**src/adcc_defs.vh**
```
`ifndef ADCC_DEFS_VH
`define ADCC_DEFS_VH
// register addresses
`define ADCC_ADDR_SCR 2'h0
`define ADCC_ADDR_DATA 2'h1
`define ADCC_ADDR_CLK 2'h2
`define ADCC_ADDR_PORT 2'h3
// status/control fields
`define ADCC_SCR_CONVERSION_COMPLETE_FLAG 7
`define ADCC_SCR_CONVERSION_INTERRUPT_ENABLE 6
`define ADCC_SCR_CONTINUOUS_CONVERSION_BIT 5
// clock register fields
`define ADCC_CLK_DIV_HI 7
`define ADCC_CLK_DIV_LO 5
`define ADCC_CLK_SRC 4
// reset values
`define ADCC_SCR_RESET 5'h1_F
`define ADCC_CLK_RESET 8'h00
// channel codes
`define ADCC_CH_HIGH_REFERENCE_INPUT 5'h1_D
`define ADCC_CH_LOW_REFERENCE_INPUT 5'h1_E
`define ADCC_CH_OFF 5'h1_F
`define ADCC_CH_PIN_MAX 5'h0_7
// conversion timing, in converter clock cycles
`define ADCC_CONV_CYCLES 5'h1_0
`endif

```
**src/adcc_top.v**
```verilog
// The register offsets and strobed register access were left to the implementer.
`timescale 1ns/10ps
`default_nettype none
`include "adcc_defs.vh"

module adcc_top (
  input wire REF_CLK_IN,
  input wire RST_IN,
  input wire [1:0] ADDR_IN,
  input wire [7:0] WDATA_IN,
  input wire WR_IN,
  input wire RD_IN,
  output reg [7:0] RDATA_OUT,
  input wire ALT_CLK_IN,
  input wire COMP_HIGH_IN,
  output reg [7:0] SAR_TRIAL_OUT,
  output reg [2:0] ANALOG_SEL_OUT,
  output reg REF_HIGH_SEL_OUT,
  output reg REF_LOW_SEL_OUT,
  output reg POWER_DOWN_OUT,
  output reg SAMPLE_OUT,
  output reg CONV_IRQ_OUT,
  input wire [7:0] PORT_OUT_IN,
  input wire [7:0] PORT_DIR_IN,
  input wire [7:0] PIN_LEVEL_IN,
  output reg [7:0] PIN_DRIVE_OUT,
  output reg [7:0] PIN_OE_N_OUT,
  output reg [7:0] PORT_READ_OUT
);

  ////////////////////////////////////////////////////////////////////////////////
  // registers
  reg [4:0] chan_q;
  reg cont_q;
  reg ien_q;
  reg conversion_complete_flag_q;
  reg [7:0] result_q;
  reg [2:0] div_q;
  reg src_q;
  reg [7:0] sar_q;
  reg [4:0] step_q;
  reg busy_q;
  reg start_q;
  reg [6:0] pre_q;
  reg tick_q;
  reg alt_q;
  reg alt_prev_q;

  wire scr_wr = WR_IN && (ADDR_IN == `ADCC_ADDR_SCR);
  wire data_rd = RD_IN && (ADDR_IN == `ADCC_ADDR_DATA);
  wire pin_sel = (chan_q <= `ADCC_CH_PIN_MAX);
  wire [7:0] sel_mask = pin_sel ? (8'h01 << chan_q[2:0]) : 8'h00;
  wire powered = (chan_q != `ADCC_CH_OFF);

  function [6:0] div_limit;
    input [2:0] d;
    begin
      case (d)
        3'h0: div_limit = 7'h00;
        3'h1: div_limit = 7'h01;
        3'h2: div_limit = 7'h03;
        3'h3: div_limit = 7'h07;
        default: div_limit = 7'h0F;
      endcase
    end
  endfunction

  ////////////////////////////////////////////////////////////////////////////////
  // converter clock: source select and prescaler, as a tick in this domain
  wire src_edge = src_q ? (alt_q && !alt_prev_q) : 1'b1;
  always @(posedge REF_CLK_IN or posedge RST_IN) begin
    if (RST_IN) begin
      alt_q <= 1'b0;
      alt_prev_q <= 1'b0;
      pre_q <= 7'h00;
      tick_q <= 1'b0;
    end else begin
      alt_q <= ALT_CLK_IN;
      alt_prev_q <= alt_q;
      tick_q <= 1'b0;
      if (src_edge) begin
        if (pre_q >= div_limit(div_q)) begin
          pre_q <= 7'h00;
          tick_q <= 1'b1;
        end else begin
          pre_q <= pre_q + 7'h01;
        end
      end
    end
  end

  ////////////////////////////////////////////////////////////////////////////////
  // sequencing strobes qualified by the converter tick, and the unqualified clock register write strobe clk_wr
  wire clk_wr = WR_IN && (ADDR_IN == `ADCC_ADDR_CLK);
  wire seq_tick = tick_q && powered && !scr_wr;
  wire seq_start = seq_tick && start_q;
  wire seq_step = seq_tick && !start_q && busy_q;
  wire last_step = (step_q == `ADCC_CONV_CYCLES - 5'h01);
  wire seq_done = seq_step && last_step;
  // two converter cycles per bit: settle on even steps, decide on odd ones
  wire decide = seq_step && step_q[0] && !step_q[4];
  wire [7:0] dec_mask = 8'h80 >> step_q[3:1];
  wire [7:0] try_mask = 8'h40 >> step_q[3:1];
  wire [7:0] sar_next;

  ////////////////////////////////////////////////////////////////////////////////
  // next trial word: the decided bit takes the comparator, the next bit is tried
  genvar gb;
  generate
    for (gb = 0; gb < 8; gb = gb + 1) begin : g_sar_bit
      assign sar_next[gb] = dec_mask[gb] ? COMP_HIGH_IN : (try_mask[gb] | sar_q[gb]);
    end
  endgenerate

  ////////////////////////////////////////////////////////////////////////////////
  // status and control register fields
  always @(posedge REF_CLK_IN or posedge RST_IN) begin
    if (RST_IN) begin
      chan_q <= `ADCC_SCR_RESET;
      cont_q <= 1'b0;
      ien_q <= 1'b0;
    end else if (scr_wr) begin
      chan_q <= WDATA_IN[4:0];
      cont_q <= WDATA_IN[`ADCC_SCR_CONTINUOUS_CONVERSION_BIT];
      ien_q <= WDATA_IN[`ADCC_SCR_CONVERSION_INTERRUPT_ENABLE];
    end
  end

  ////////////////////////////////////////////////////////////////////////////////
  // converter clock register
  always @(posedge REF_CLK_IN or posedge RST_IN) begin
    if (RST_IN) begin
      div_q <= 3'h0;
      src_q <= 1'b0;
    end else if (clk_wr) begin
      div_q <= WDATA_IN[`ADCC_CLK_DIV_HI:`ADCC_CLK_DIV_LO];
      src_q <= WDATA_IN[`ADCC_CLK_SRC];
    end
  end

  ////////////////////////////////////////////////////////////////////////////////
  // conversion state: pending start, busy and step count
  always @(posedge REF_CLK_IN or posedge RST_IN) begin
    if (RST_IN) begin
      step_q <= 5'h00;
      busy_q <= 1'b0;
      start_q <= 1'b0;
    end else begin
      if (scr_wr) begin
        // a control write abandons whatever is running
        busy_q <= 1'b0;
        start_q <= (WDATA_IN[4:0] != `ADCC_CH_OFF);
      end else if (!powered) begin
        busy_q <= 1'b0;
        start_q <= 1'b0;
      end else if (seq_start) begin
        start_q <= 1'b0;
        busy_q <= 1'b1;
        step_q <= 5'h00;
      end else if (seq_step) begin
        step_q <= step_q + 5'h01;
        if (last_step) begin
          busy_q <= 1'b0;
          start_q <= cont_q;
        end
      end
    end
  end

  ////////////////////////////////////////////////////////////////////////////////
  // successive approximation register
  always @(posedge REF_CLK_IN or posedge RST_IN) begin
    if (RST_IN) begin
      sar_q <= 8'h00;
    end else begin
      if (seq_start) begin
        sar_q <= 8'h80;
      end else if (decide) begin
        sar_q <= sar_next;
      end
    end
  end

  ////////////////////////////////////////////////////////////////////////////////
  // result register, loaded with the last decided bit included
  always @(posedge REF_CLK_IN or posedge RST_IN) begin
    if (RST_IN) begin
      result_q <= 8'h00;
    end else begin
      if (seq_done) begin
        result_q <= sar_next;
      end
    end
  end

  ////////////////////////////////////////////////////////////////////////////////
  // completion flag: end of conversion wins over a result read
  always @(posedge REF_CLK_IN or posedge RST_IN) begin
    if (RST_IN) begin
      conversion_complete_flag_q <= 1'b0;
    end else begin
      if (seq_done && !ien_q) begin
        conversion_complete_flag_q <= 1'b1;
      end else if (data_rd) begin
        conversion_complete_flag_q <= 1'b0;
      end
    end
  end

  ////////////////////////////////////////////////////////////////////////////////
  // conversion interrupt level
  always @(posedge REF_CLK_IN or posedge RST_IN) begin
    if (RST_IN) begin
      CONV_IRQ_OUT <= 1'b0;
    end else begin
      if (scr_wr) begin
        CONV_IRQ_OUT <= 1'b0;
      end else if (seq_done && ien_q) begin
        CONV_IRQ_OUT <= 1'b1;
      end else if (data_rd) begin
        CONV_IRQ_OUT <= 1'b0;
      end
    end
  end

  ////////////////////////////////////////////////////////////////////////////////
  // analog side: trial word, sampling and input selection
  always @(posedge REF_CLK_IN or posedge RST_IN) begin
    if (RST_IN) begin
      SAR_TRIAL_OUT <= 8'h00;
      SAMPLE_OUT <= 1'b0;
    end else begin
      SAR_TRIAL_OUT <= sar_q;
      SAMPLE_OUT <= busy_q;
    end
  end

  always @(posedge REF_CLK_IN or posedge RST_IN) begin
    if (RST_IN) begin
      ANALOG_SEL_OUT <= 3'h0;
      REF_HIGH_SEL_OUT <= 1'b0;
      REF_LOW_SEL_OUT <= 1'b0;
      POWER_DOWN_OUT <= 1'b1;
    end else begin
      ANALOG_SEL_OUT <= chan_q[2:0];
      REF_HIGH_SEL_OUT <= (chan_q == `ADCC_CH_HIGH_REFERENCE_INPUT);
      REF_LOW_SEL_OUT <= (chan_q == `ADCC_CH_LOW_REFERENCE_INPUT);
      POWER_DOWN_OUT <= !powered;
    end
  end

  ////////////////////////////////////////////////////////////////////////////////
  // shared pins: the selected one is taken from the port logic
  genvar gp;
  generate
    for (gp = 0; gp < 8; gp = gp + 1) begin : g_pin
      wire taken = sel_mask[gp];
      always @(posedge REF_CLK_IN or posedge RST_IN) begin
        if (RST_IN) begin
          PIN_DRIVE_OUT[gp] <= 1'b0;
          PIN_OE_N_OUT[gp] <= 1'b1;
          PORT_READ_OUT[gp] <= 1'b0;
        end else if (taken) begin
          PIN_DRIVE_OUT[gp] <= 1'b0;
          PIN_OE_N_OUT[gp] <= 1'b1;
          PORT_READ_OUT[gp] <= 1'b0;
        end else begin
          PIN_DRIVE_OUT[gp] <= PORT_OUT_IN[gp];
          PIN_OE_N_OUT[gp] <= !PORT_DIR_IN[gp];
          PORT_READ_OUT[gp] <= PIN_LEVEL_IN[gp];
        end
      end
    end
  endgenerate

  ////////////////////////////////////////////////////////////////////////////////
  // register read data, standing for one cycle after the read strobe
  always @(posedge REF_CLK_IN or posedge RST_IN) begin
    if (RST_IN) begin
      RDATA_OUT <= 8'h00;
    end else begin
      RDATA_OUT <= 8'h00;
      if (RD_IN) begin
        if (ADDR_IN == `ADCC_ADDR_SCR) begin
          RDATA_OUT <= {conversion_complete_flag_q && !ien_q, ien_q, cont_q, chan_q};
        end else if (ADDR_IN == `ADCC_ADDR_DATA) begin
          RDATA_OUT <= result_q;
        end else if (ADDR_IN == `ADCC_ADDR_CLK) begin
          RDATA_OUT <= {div_q, src_q, 4'h0};
        end else begin
          RDATA_OUT <= PIN_LEVEL_IN & ~sel_mask;
        end
      end
    end
  end

endmodule // adcc_top
`default_nettype wire

```
**config.mk**
```make
export PLATFORM = sky130hd
export DESIGN_NAME = adcc_top
export DESIGN_NICKNAME = d
export VERILOG_FILES = /design/src/adcc_top.v
export VERILOG_INCLUDE_DIRS = /design/src
export SDC_FILE = /design/constraint.sdc
export NUM_CORES = 1
export LEC_CHECK = 0
export ABC_AREA = 1
export BUFFER_PORTS_ARGS = -buffer_cell sky130_fd_sc_hd__buf_2
export CORE_ASPECT_RATIO = 1.75
export CORE_MARGIN = 2
export CORE_UTILIZATION = 40
export CTS_CLUSTER_DIAMETER = 80
export DETAILED_ROUTE_END_ITERATION = 7
export GPL_TIMING_DRIVEN = 0
export PLACE_DENSITY = 0.62
export SYNTH_ARGS = -nofsm -noshare
export SYNTH_HDL_FRONTEND = slang
export SYNTH_SLANG_ARGS = --single-unit
```
**constraint.sdc**
```tcl
create_clock -name REF_CLK_IN -period 4.7 [get_ports REF_CLK_IN]
set_input_delay 0.235 -clock REF_CLK_IN [delete_from_list [all_inputs] [get_ports REF_CLK_IN]]
set_output_delay 0.235 -clock REF_CLK_IN [all_outputs]
set_load 0.05 [all_outputs]
```
==> Yosys cells after proc, flatten, opt, wreduce, memory -nomap -nowiden <==
Cells that the tools add are included.
{ "totals": {"input_bits": 40, "output_inout_bits": 48, "ff_bits": 93} }
{ "op_classes": {"addsub": 2, "muxes": 61, "shift": 3, "n_eq_ne": 12, "reduce_logical": 37, "magnitude_cmp": 2, "bitwise": 11} }
{ "ops": {"columns": ["operator", "n"], "rows": [
  ["two-way mux 8 bit", 7],
  ["two-way mux 1 bit", 49],
  ["case mux 4 bit (4 select lines)", 1],
  ["logical AND 1 bit", 15],
  ["zero test 1 bit", 14],
  ["two-way mux 7 bit", 2],
  ["equality test 5 bit (second input constant)", 2],
  ["two-way mux 5 bit", 2],
  ["inequality test 5 bit (second input constant)", 2],
  ["AND 8 bit", 1],
  ["inequality test 4 x 2 -> 1 bit (second input constant)", 2],
  ["inverter 8 bit", 1],
  ["bitwise OR 1 bit", 8],
  ["<< shifter 1 x 3 -> 8 bit (first input constant)", 1],
  ["right shift 7 x 3 -> 8 bit (first input constant)", 1],
  ["right shift 8 x 3 -> 8 bit (first input constant)", 1],
  ["adder 7 x 1 -> 7 bit (second input constant)", 1],
  [">= comparator 7 bit", 1],
  ["equality test 3 x 2 -> 1 bit (second input constant)", 2],
  ["nonzero test 2 bit", 3],
  ["adder 5 x 1 -> 5 bit (second input constant)", 1],
  ["equality test 5 x 4 -> 1 bit (second input constant)", 1],
  ["<= comparator 5 x 3 -> 1 bit (second input constant)", 1],
  ["equality test 3 x 1 -> 1 bit (second input constant)", 1],
  ["other kinds (8)", 8]
]} }

==> Longest topological paths before layout <==
Gate-level depths: netlist (run 1).
{ "logic_depth": {"word_depth": 10, "mapped_depth": 10} }

==> Least setup slack after synthesis (run 1) <==
No wires, ideal clock.
{ "synth_path": {"path_type": "register -> register", "startpoint": "register step_q[1]", "endpoint": "register start_q", "path_stages_with_launch": 9, "synth_period_minus_slack_ns": 1.463, "arrival_time_ns": 1.346, "path_slack_ns": 3.237, "cell_sequence": "dfrtp_1 -> ha_1 -> inv_1 -> nor2_1 -> ha_1 -> nand3_2 -> buf_6 -> nand3_1 -> nand2_1"} }
{ "synth_via": {"elab_chain_cells": 3} }
{ "synth_rtl": {"columns": ["element", "line_no", "source"], "rows": [
  ["start, declared", "adcc_top.v:41", "reg [4:0] step_q;"],
  ["start signal, assigned", "adcc_top.v:161", "step_q <= step_q + 5'h01;"],
  ["equality test 5 x 4 -> 1 bit", "adcc_top.v:98", "wire last_step = (step_q == `ADCC_CONV_CYCLES - 5'h01);"],
  ["inequality test 4 x 2 -> 1 bit (no line)", null, null],
  ["AND reduction 2 bit (no line)", null, null],
  ["end signal, assigned", "adcc_top.v:152", "start_q <= (WDATA_IN[4:0] != `ADCC_CH_OFF);"],
  ["end signal, assigned", "adcc_top.v:164", "start_q <= cont_q;"],
  ["end, declared", "adcc_top.v:43", "reg start_q;"]
]} }
No other way between the ends.
A chain may end at the register's enable or synchronous reset.

==> Worst setup path in the final report (run 1) <==
{ "layout_path": {"startpoint": "register step_q[1]", "endpoint": "register result_q[5]"} }
{ "layout_via": {"elab_chain_cells": 3, "word_cells_on_any_way": 6, "cone_classes": "eq/ne (1); shift (2); mux (1); bitwise (1); reduce/logical (1)"} }
{ "layout_rtl": {"columns": ["element", "line_no", "source"], "rows": [
  ["right shift 7 x 3 -> 8 bit", "adcc_top.v:103", "wire [7:0] try_mask = 8'h40 >> step_q[3:1];"],
  ["bitwise OR 1 bit", "adcc_top.v:111", "assign sar_next[gb] = dec_mask[gb] ? COMP_HIGH_IN : (try_mask[gb] | sar_q[gb]);"],
  ["two-way mux 1 bit", "adcc_top.v:111", null],
  ["end signal, assigned", "adcc_top.v:191", "result_q <= sar_next;"],
  ["end, declared", "adcc_top.v:37", "reg [7:0] result_q;"]
]} }
Several ways; a longest one is shown, not always the timed one.

==> impl_metrics.toml, run 1 <==
[clock_network]
clock-sinks = 93
clock_latency_ns = 0.34
clockBufferDepth = 2
clk_pin_slew_ns = 0.06
cts_made_buffers = 9
cts_resized = 0
ctsRootBufferMaster = "clkbuf_16"
htree_levels = 3
cts_tree = "done"

[sta]
slew_viol_final = 0
tightest_slew_ns = 0.540
setup_viol = 0
holdWs_ns = 0.0225
slew_headroom = 0.640
rsz0062_at_grt = "no"
clock.fmax_ghz = 0.571
finalCriticalPeriod_ns = 1.75
skew_ns = 0.00733
setup_tns_ns = 0
period_share = 0.373
hold_viol_final = 0
setup_slack_ns = 2.95

[cells_and_area]
layout_common_cells = "100 x nand2_1, 89 x buf_2, 79 x dfrtp_1"
layout_commonest_cell = "nand2_1"
fillCellCount = 947
stdcell_count = 650
antenna_cells = 0
final_layout_size_suffix_gt1_frac = 0.265
final_util = 0.503
area_delta_synth_final_pct = 24.0
final_cell_area_um2 = 4890
fin_nets = 567

[setup_path]
arrival_ns = 1.97
slowest_delay_ns = 0.45
cp-end-kind = "flop"
worstPathCellList = "ha_1 -> inv_1 -> nor2_1 -> ha_1 -> nand3_2 -> buf_6 -> nand2_1 -> nand2_1"
worst-setup-path-type = "reg -> reg"
crit_path_start_kind = "flop"
crit_slowest_cell = "dfrtp_1"
path_delay_family = "adder cells"
crit_fanout = 10
critical_path_required_ns = 4.92
worst-path-buf-inv = 2

[yosys]
post_synth.cell_area_avg_um2 = 9.42
synth_area_um2 = 3950
netlist.area_leader.share = 0.501
yosys_warnings = 0
synth.distinct_cells = 31
seq_area_frac_synth = 0.594
async_reset_ff_frac = 1.00
synthCells = 419
synth_fp_nets = 466
ys_ff_latch = 93
synth_flop_cell = "dfrtp_1"
synth_edf_count = 0
yosys.area.top_type = "dfrtp_1"
yosys-top-cells-area = "dfrtp_1 50%, nand2_1 9.5%, dfstp_2 9.3%"

[pwr]
powerDensity_nw_per_um2 = 494
switching_share = 0.352
vdd_ir_drop_max_uv = 252
finalPower_mw = 2.42
pwr-share-comb = 0.274
p_clk_frac = 0.303
p_sw_mw = 0.851
p_seq_frac = 0.424
p_leak_nw = 2.61
intPower_mw = 1.57

[worst_hold_path]
hold_path_class = "in -> reg"

[floorplan]
core_area_um2 = 9730
ioPinCount = 88
die_w_um = 79.1
placementRows = 48
die_area_um2 = 10700
die_y_um = 135
start_util = 0.406

[placed_design]
placed_cells = 632
io_buffers = 87
placed_cell_area_um2 = 4570
dp_slack_ns = 2.97
gp_congestion = 0.890
dp_hpwl_um = 6830

[routing]
drt-vias-per-instance = 4.83
routed_wl_um = 8910
drtPass1Iterations = 4
drtIter0Drc = 120
drc = 0
dr_total_vias = 3139
drtAntennaViolNets = 0
avgRoutedWirePerCell_um = 13.7

[global_routing]
grtUsageTotal = 0.176
grt_pass1_vias = 3041
grt_pass1_wl_um = 14300
overflow = 0
grt_max_degree = 55
antenna_found_initial = 0

[flow_run]
maxCapViolations = 0

[run_status]
status = "completed"
-- registers in the layout, summed over array words and instances, names as in the netlist, 3 cells and up --
register        flops
ANALOG_SEL_OUT      3
PIN_DRIVE_OUT       8
PIN_OE_N_OUT        8
PORT_READ_OUT       8
RDATA_OUT           8
SAR_TRIAL_OUT       8
chan_q              5
div_q               3
pre_q               7
result_q            8
sar_q               8
step_q              5
-- power by group through the flow --
stage	Combinational, mW	Clock [mW]	Sequential (mW)
final	0.662	0.732	1.02
after detailed placement	0.660	0	1.04
after floorplan	0.353	0	1.17
after CTS	0.667	0.755	1.02
after global placement	0.643	0	1.04
after global routing	0.731	0.786	1.04
-- final timing paths --
kind / from / end / slack [ns] / cells past startpoint
max: step_q[1] / result_q[5] / 2.95 / 8
min: PORT_DIR_IN[4] / PIN_OE_N_OUT[4] / 0.02 / 2
max reg2reg: step_q[1] / result_q[5] / 2.95 / 8
min reg2reg: alt_q / alt_prev_q / 0.38 / 0
max in group asynchronous: RST_IN / PIN_OE_N_OUT[4] / 3.52 / 4
min in group asynchronous: RST_IN / div_q[2] / 0.49 / 3
-- cell type report --
type	count	area, um2	area share
flip-flops and latches	93	2340	0.479
inverters	54	210	0.0430
well taps	125	156	0.0320
clock inverters	3	43.8	0.00895
clock buffers	13	260	0.0532
plain buffers	6	63.8	0.0130
repair buffers	90	483	0.0987
multi-input cells	266	1330	0.272
-- synthesized netlist by cell type (3+ instances only) --
cell and count:
nor2_1 47, dfrtp_1 79, buf_6 3, nand3_1 30, dfstp_2 14, a31oi_1 8
ha_1 7, xor2_1 4, nand4_1 5, a21oi_1 14, o21ai_0 30, inv_1 52
nand2_1 100
-- logic make-up after synthesis --
logic type                 share of synthesized area
DFF                                            0.594
and+or+nand+nor                                0.221
xor gates and xnor gates                     0.00888
AOI/OAI and AO/OA                             0.0853
buffers and inverters                         0.0688
adders and majority gates                     0.0222
-- layer usage --
layer | GRT usage | vias to the layer above | share of wire
li1 | - | 1548 | -
met1 | 0.179 | 1464 | 0.37
met2 | 0.326 | 100 | 0.55
met3 | 0.0373 | 27 | 0.041
met4 | 0.0948 | 0 | 0.042
met5 | 0 | - | 0
-- timing repair --
item | 4_1_cts | 5_1_grt
hold endpoints to repair | 40 | 0
setup buffers | 0 | 0
hold buffers | 2 | 0
Note: power is estimated with default switching activity, not from simulation.
==> run 2: changes to the inputs <==
--- a/config.mk
+++ b/config.mk
@@ -6,7 +6,7 @@
 export SDC_FILE = /design/constraint.sdc
 export NUM_CORES = 1
 export LEC_CHECK = 0
-export ABC_AREA = 1
+export ABC_AREA = 0
 export BUFFER_PORTS_ARGS = -buffer_cell sky130_fd_sc_hd__buf_2
 export CORE_ASPECT_RATIO = 1.75
 export CORE_MARGIN = 2
@@ -14,7 +14,7 @@
 export CTS_CLUSTER_DIAMETER = 80
 export DETAILED_ROUTE_END_ITERATION = 7
 export GPL_TIMING_DRIVEN = 0
-export PLACE_DENSITY = 0.62
+export PLACE_DENSITY = 0.64
 export SYNTH_ARGS = -nofsm -noshare
 export SYNTH_HDL_FRONTEND = slang
 export SYNTH_SLANG_ARGS = --single-unit
==> constraint.sdc (replaced) <==
create_clock -name REF_CLK_IN -period 1.6 [get_ports REF_CLK_IN]
set_input_delay 0.08 -clock REF_CLK_IN [delete_from_list [all_inputs] [get_ports REF_CLK_IN]]
set_output_delay 0.08 -clock REF_CLK_IN [all_outputs]
set_load 0.05 [all_outputs]
==> run 2 against run 1 <==
- critical endpoint is now tick_q
- the run now ends with setup timing left
- worst setup slack got worse by 3.2 ns
- routed wire length rose by 15%
- via count rose by 6.1%
- die area rose by 1.5%
- largest cell class unchanged
- largest power group unchanged
==> impl_metrics.toml, run 2 <==
[cells_and_area]
multi_input_area_um2 = 1780
stdcell_count = 649
final_layout_size_suffix_gt1_frac = 0.368
area_delta_synth_final_pct = 40.6
layout_commonest_cell = "buf_2"
fillCellCount = 800
register_area_um2 = 2350
layout_common_cells = "89 x buf_2, 77 x dfrtp_1, 56 x nand2_1"
final_cell_area_um2 = 5630
antenna_cells = 0
fin_nets = 566

[worst_hold_path]
min_from = "RD_IN"
hold_path_class = "in -> reg"
min_delay_path_depth = 3

[yosys]
synth.distinct_cells = 53
async_reset_ff_frac = 1.00
synth_area_um2 = 4010
post_synth.cell_area_avg_um2 = 10.7
yosysMostFrequentCell = "dfrtp_1"
synth_fp_nets = 421
yosys_warnings = 0
yosys.area.top_type = "dfrtp_1"
ys_ff_latch = 93
ys_top_cells_by_count = "79 x dfrtp_1, 66 x nand2_1, 25 x a21oi_1, 23 x o21ai_0, 20 x and2_1"
synthCells = 374
synth_edf_count = 0
yosys-top-cells-area = "dfrtp_1 49%, dfstp_2 9.2%, nand2_1 6.2%"
synth_flop_cell = "dfrtp_1"
seq_area_frac_synth = 0.585
netlist.area_leader.share = 0.493

[setup_path]
crit_path_start_kind = "flop"
crit_fanout = 8
rrSetupSlack_ns = -0.30
crit_path_end = "tick_q"
startpoint = "div_q[0]"
worst_r2r_endpoint = "tick_q"
critical_path_required_ns = 1.84
cp-end-kind = "flop"
worst-setup-path-type = "reg -> reg"
arrival_ns = 2.14
rr_startpoint = "div_q[0]"
worstRegToRegCells = 6

[sta]
tightest_slew_ns = 0.759
rsz0062_at_grt = "yes"
slew_viol_final = 0
skew_ns = 0.00945
setup_tns_ns = -2.24
clock.fmax_ghz = 0.527
finalCriticalPeriod_ns = 1.90
setup_viol = 15
hold_viol_final = 0
holdWs_ns = 0.0265
period_share = 1.19
slew_headroom = 0.489
setup_slack_ns = -0.299

[routing]
routed_wl_um = 10200
drt-vias-per-instance = 5.13
drtAntennaViolNets = 0
drc = 0
dr_total_vias = 3329
avgRoutedWirePerCell_um = 15.7
drtIter0Drc = 153
drtPass1Iterations = 4

[placed_design]
placed_cell_area_um2 = 4680
gp_congestion = 0.812
placed_cells = 587
dp_hpwl_um = 7060
io_buffers = 86

[clock_network]
clock_latency_ns = 0.34
clockBufferDepth = 2
htree_levels = 3
cts_tree = "done"
clock-sinks = 93
cts_made_buffers = 9
clk_pin_slew_ns = 0.06
ctsRootBufferMaster = "clkbuf_16"

[pwr]
p_leak_nw = 2.61
p_sw_mw = 2.47
powerDensity_nw_per_um2 = 1270
switching_share = 0.344
p_clk_frac = 0.300
intPower_mw = 4.70
vdd_ir_drop_max_uv = 641
pwr-share-comb = 0.286
p_seq_frac = 0.414

[global_routing]
antenna_found_initial = 0
grtUsageTotal = 0.193
grt_pass1_wl_um = 15900
grt_max_degree = 42
overflow = 0
grt_pass1_vias = 3294

[floorplan]
die_y_um = 136
die_w_um = 79.7
start_util = 0.409
ioPinCount = 88
placementRows = 48
core_area_um2 = 9790
die_area_um2 = 10900

[run_status]
violations = "setup timing"
status = "finished, violations left"

[flow_run]
maxCapViolations = 0
## run 2: what timing repair did
item,4_1_cts,5_1_grt
gates cloned,2,0
pin swaps,9,4
hold endpoints to repair,53,0
endpoints found under the setup margin,31,33
buffers inserted,9,1
hold buffers,34,0
resized for setup,21,38
## run 2: area by class of cell
class                   count  area share
repair buffers            133       0.161
clock inverters             5      0.0104
clock buffers              11      0.0431
inverters                  12     0.00866
multi-input cells         257       0.316
well taps                 125      0.0278
plain buffers              13      0.0164
flip-flops and latches     93       0.417
## run 2: critical path: stages (launching register included)
cell and delay, ns:
dfrtp_1 0.41, or3_1 0.38, ha_1 0.27, nand2b_4 0.15, a211oi_4 0.26, o21ai_4 0.13, and2_4 0.20
## run 2: worst min path at each step
stage	to	slack, ns
finish	RDATA_OUT[7]	0.03
floorplan	alt_q	0.11
global route	RDATA_OUT[7]	0.04
detailed placement	pre_q[4]	0.15
global placement	alt_q	0.19
CTS	RDATA_OUT[7]	0.02
## run 2: power by group through the flow
| stage | Combinational, mW | Clock, mW | Sequential [mW] |
|---|---|---|---|
| final | 2.04 | 2.15 | 2.97 |
| after CTS | 1.98 | 2.20 | 2.93 |
| after global placement | 1.68 | 0 | 2.96 |
| after detailed placement | 1.74 | 0 | 2.96 |
| after floorplan | 0.929 | 0 | 3.29 |
| after global routing | 2.22 | 2.29 | 3.00 |
## run 2: cells by family after synthesis
logic type / after synthesis / synth area share
multiplexers: 10 / 0.0269
AO/OA/AOI/OAI: 91 / 0.149
flip-flops: 93 / 0.585
adder cells (fa/ha/maj): 7 / 0.0219
XOR/XNOR: 4 / 0.00875
buffers and inverters: 25 / 0.0306
AND/OR/NAND/NOR: 144 / 0.178
## run 2: stage by stage
step	power [mW]	setup WS, ns	util
after global routing	7.51	-0.379	0.575
after detailed placement	4.70	-0.292	0.478
after floorplan	4.22	-0.151	-
after global placement	4.63	-0.281	0.474
after CTS	7.11	-0.289	0.560
final	7.16	-0.299	0.575
## run 2: per-layer routing
metal,GRT usage,wire [um],vias to the layer above
met5,0,0,-
met4,0.102,307,0
met3,0.0365,398,22
met2,0.350,5630,90
met1,0.208,3890,1626
li1,-,-,1591
==> run 3: changes to the inputs <==
--- a/config.mk
+++ b/config.mk
@@ -6,7 +6,7 @@
 export SDC_FILE = /design/constraint.sdc
 export NUM_CORES = 1
 export LEC_CHECK = 0
-export ABC_AREA = 0
+export ABC_AREA = 1
 export BUFFER_PORTS_ARGS = -buffer_cell sky130_fd_sc_hd__buf_2
 export CORE_ASPECT_RATIO = 1.75
 export CORE_MARGIN = 2
@@ -15,6 +15,7 @@
 export DETAILED_ROUTE_END_ITERATION = 7
 export GPL_TIMING_DRIVEN = 0
 export PLACE_DENSITY = 0.64
+export SETUP_SLACK_MARGIN = 0.02
 export SYNTH_ARGS = -nofsm -noshare
 export SYNTH_HDL_FRONTEND = slang
 export SYNTH_SLANG_ARGS = --single-unit
==> run 3 against run 2 <==
- the run now ends clean
- sequential power is 1% higher
- power up 4.1%
- combinational power rose by 10%
- critical path depth grew 3
- utilization decreased by 1.2 points
- worst setup slack better by 0.33 ns
- first-iteration DRC count increased by 35%
- maximum frequency grew 21%
- die area is 1.4% lower
- critical path type unchanged
- largest cell class unchanged
- largest power group unchanged
==> impl_metrics.toml, run 3 (synthesis results as in run 1) <==
[run_status]
status = "completed"

[pwr]
p_leak_nw = 2.84
intPower_mw = 4.75
pwr-share-comb = 0.303
p_sw_mw = 2.70
finalPower_mw = 7.45
powerDensity_nw_per_um2 = 1360
p_clk_frac = 0.293
p_seq_frac = 0.404
vdd_ir_drop_max_uv = 746
switching_share = 0.363

[cells_and_area]
stdcell_count = 696
layout_commonest_cell = "nand2_1"
fin_nets = 613
fillCellCount = 858
layout_common_cells = "94 x nand2_1, 87 x buf_2, 79 x dfrtp_1"
antenna_cells = 0
area_delta_synth_final_pct = 38.9
final_layout_size_suffix_gt1_frac = 0.320

[sta]
finalCriticalPeriod_ns = 1.57
clock.fmax_ghz = 0.637
rsz0062_at_grt = "yes"
setup_viol = 0
hold_viol_final = 0
slew_viol_final = 0
tightest_slew_ns = 0.497
slew_headroom = 0.668
skew_ns = 0.0117
holdWs_ns = 0.0152
period_share = 0.981

[floorplan]
start_util = 0.406
placementRows = 48
core_area_um2 = 9730
die_w_um = 79.1
ioPinCount = 88
die_area_um2 = 10700
die_y_um = 135

[clock_network]
cts_made_buffers = 9
clock_latency_ns = 0.34
htree_levels = 3
clk_pin_slew_ns = 0.07
ctsRootBufferMaster = "clkbuf_16"
cts_tree = "done"
clock-sinks = 93
clockBufferDepth = 2

[worst_hold_path]
hold_path_class = "in -> reg"

[setup_path]
arrival_ns = 1.83
worst-setup-path-type = "reg -> reg"
critical_path_required_ns = 1.86
crit_slowest_cell = "dfrtp_1"
crit_fanout = 4
slowest_delay_ns = 0.42
worstPathCellList = "a21oi_2 -> ha_4 -> a21oi_2 -> o21ai_1 -> nand2_1 -> nand4_1 -> nand2_1 -> inv_2 -> nor2_1"
cp-end-kind = "flop"
crit_path_start_kind = "flop"

[routing]
drtPass1Iterations = 4
drtAntennaViolNets = 0
drc = 0
dr_total_vias = 3303
avgRoutedWirePerCell_um = 14.0
drtIter0Drc = 206
drt-vias-per-instance = 4.75
routed_wl_um = 9780

[placed_design]
io_buffers = 87
dp_hpwl_um = 7010
placed_cells = 633
gp_congestion = 0.915

[global_routing]
grtUsageTotal = 0.190
grt_max_degree = 44
overflow = 0
grt_pass1_wl_um = 15700
grt_pass1_vias = 3412
antenna_found_initial = 0

[flow_run]
maxCapViolations = 0
[run 3: layout make-up]
class	instances	area, um2	share of cell area
flip-flops and latches	93	2340	0.428
multi-input cells	266	1450	0.265
repair buffers	137	943	0.172
clock buffers	10	239	0.0436
inverters	54	214	0.0390
well taps	125	156	0.0285
clock inverters	6	70.1	0.0128
plain buffers	5	61.3	0.0112
[run 3: repair_timing]
| item | in CTS | in global routing |
|---|---|---|
| hold buffers | 31 | 0 |
| cloned | 0 | 1 |
| resized for setup | 5 | 32 |
| hold endpoints to repair | 43 | 0 |
| buffers inserted | 5 | 11 |
| pin swaps | 6 | 14 |
| setup endpoints to repair | 18 | 26 |
[run 3: critical path: cells and delay by family, from the launching register on]
family | cells | cell delay, ns
and+or+nand+nor | 4 | 0.41
buffers and inverters | 1 | 0.06
adders and majority gates | 1 | 0.23
DFF | 1 | 0.42
AOI/OAI and AO/OA | 3 | 0.38
[run 3: layer usage]
metal | GRT usage | part of all wire
met1 | 0.196 | 0.37
met2 | 0.362 | 0.57
met3 | 0.0247 | 0.027
met4 | 0.102 | 0.028
met5 | 0 | 0
[run 3: through the flow]
stage               instance area, um2  worst slack (ns)  TNS (ns)   util
global route                      5480           -0.0925    -0.369  0.563
floorplan                         3950             0.137         0      -
finish                            5480            0.0304         0  0.563
CTS                               5250           -0.0200   -0.0200  0.540
detailed placement                4580            -0.167     -1.71  0.471
global placement                  4540            -0.155    -12.62  0.467
[run 3: power groups by stage]
stage,clock [mW],sequential [mW],combinational (mW)
global placement,0,3.04,1.90
finish,2.19,3.01,2.25
CTS,2.24,2.99,2.10
global route,2.33,3.06,2.51
detailed placement,0,3.05,1.96
floorplan,0,3.43,1.04
[run 3: final timing paths]
path                            startpoint               end  slack [ns]  depth (start not counted)
worst max-delay path              div_q[1]          pre_q[4]        0.03                          9
worst max register to register    div_q[1]          pre_q[4]        0.03                          9
worst min register to register       alt_q        alt_prev_q        0.38                          0
min in group asynchronous           RST_IN  PIN_DRIVE_OUT[5]        0.31                          3
worst min-delay path                 RD_IN      RDATA_OUT[5]        0.02                          3
max in group asynchronous           RST_IN   PIN_OE_N_OUT[3]        0.66                          4
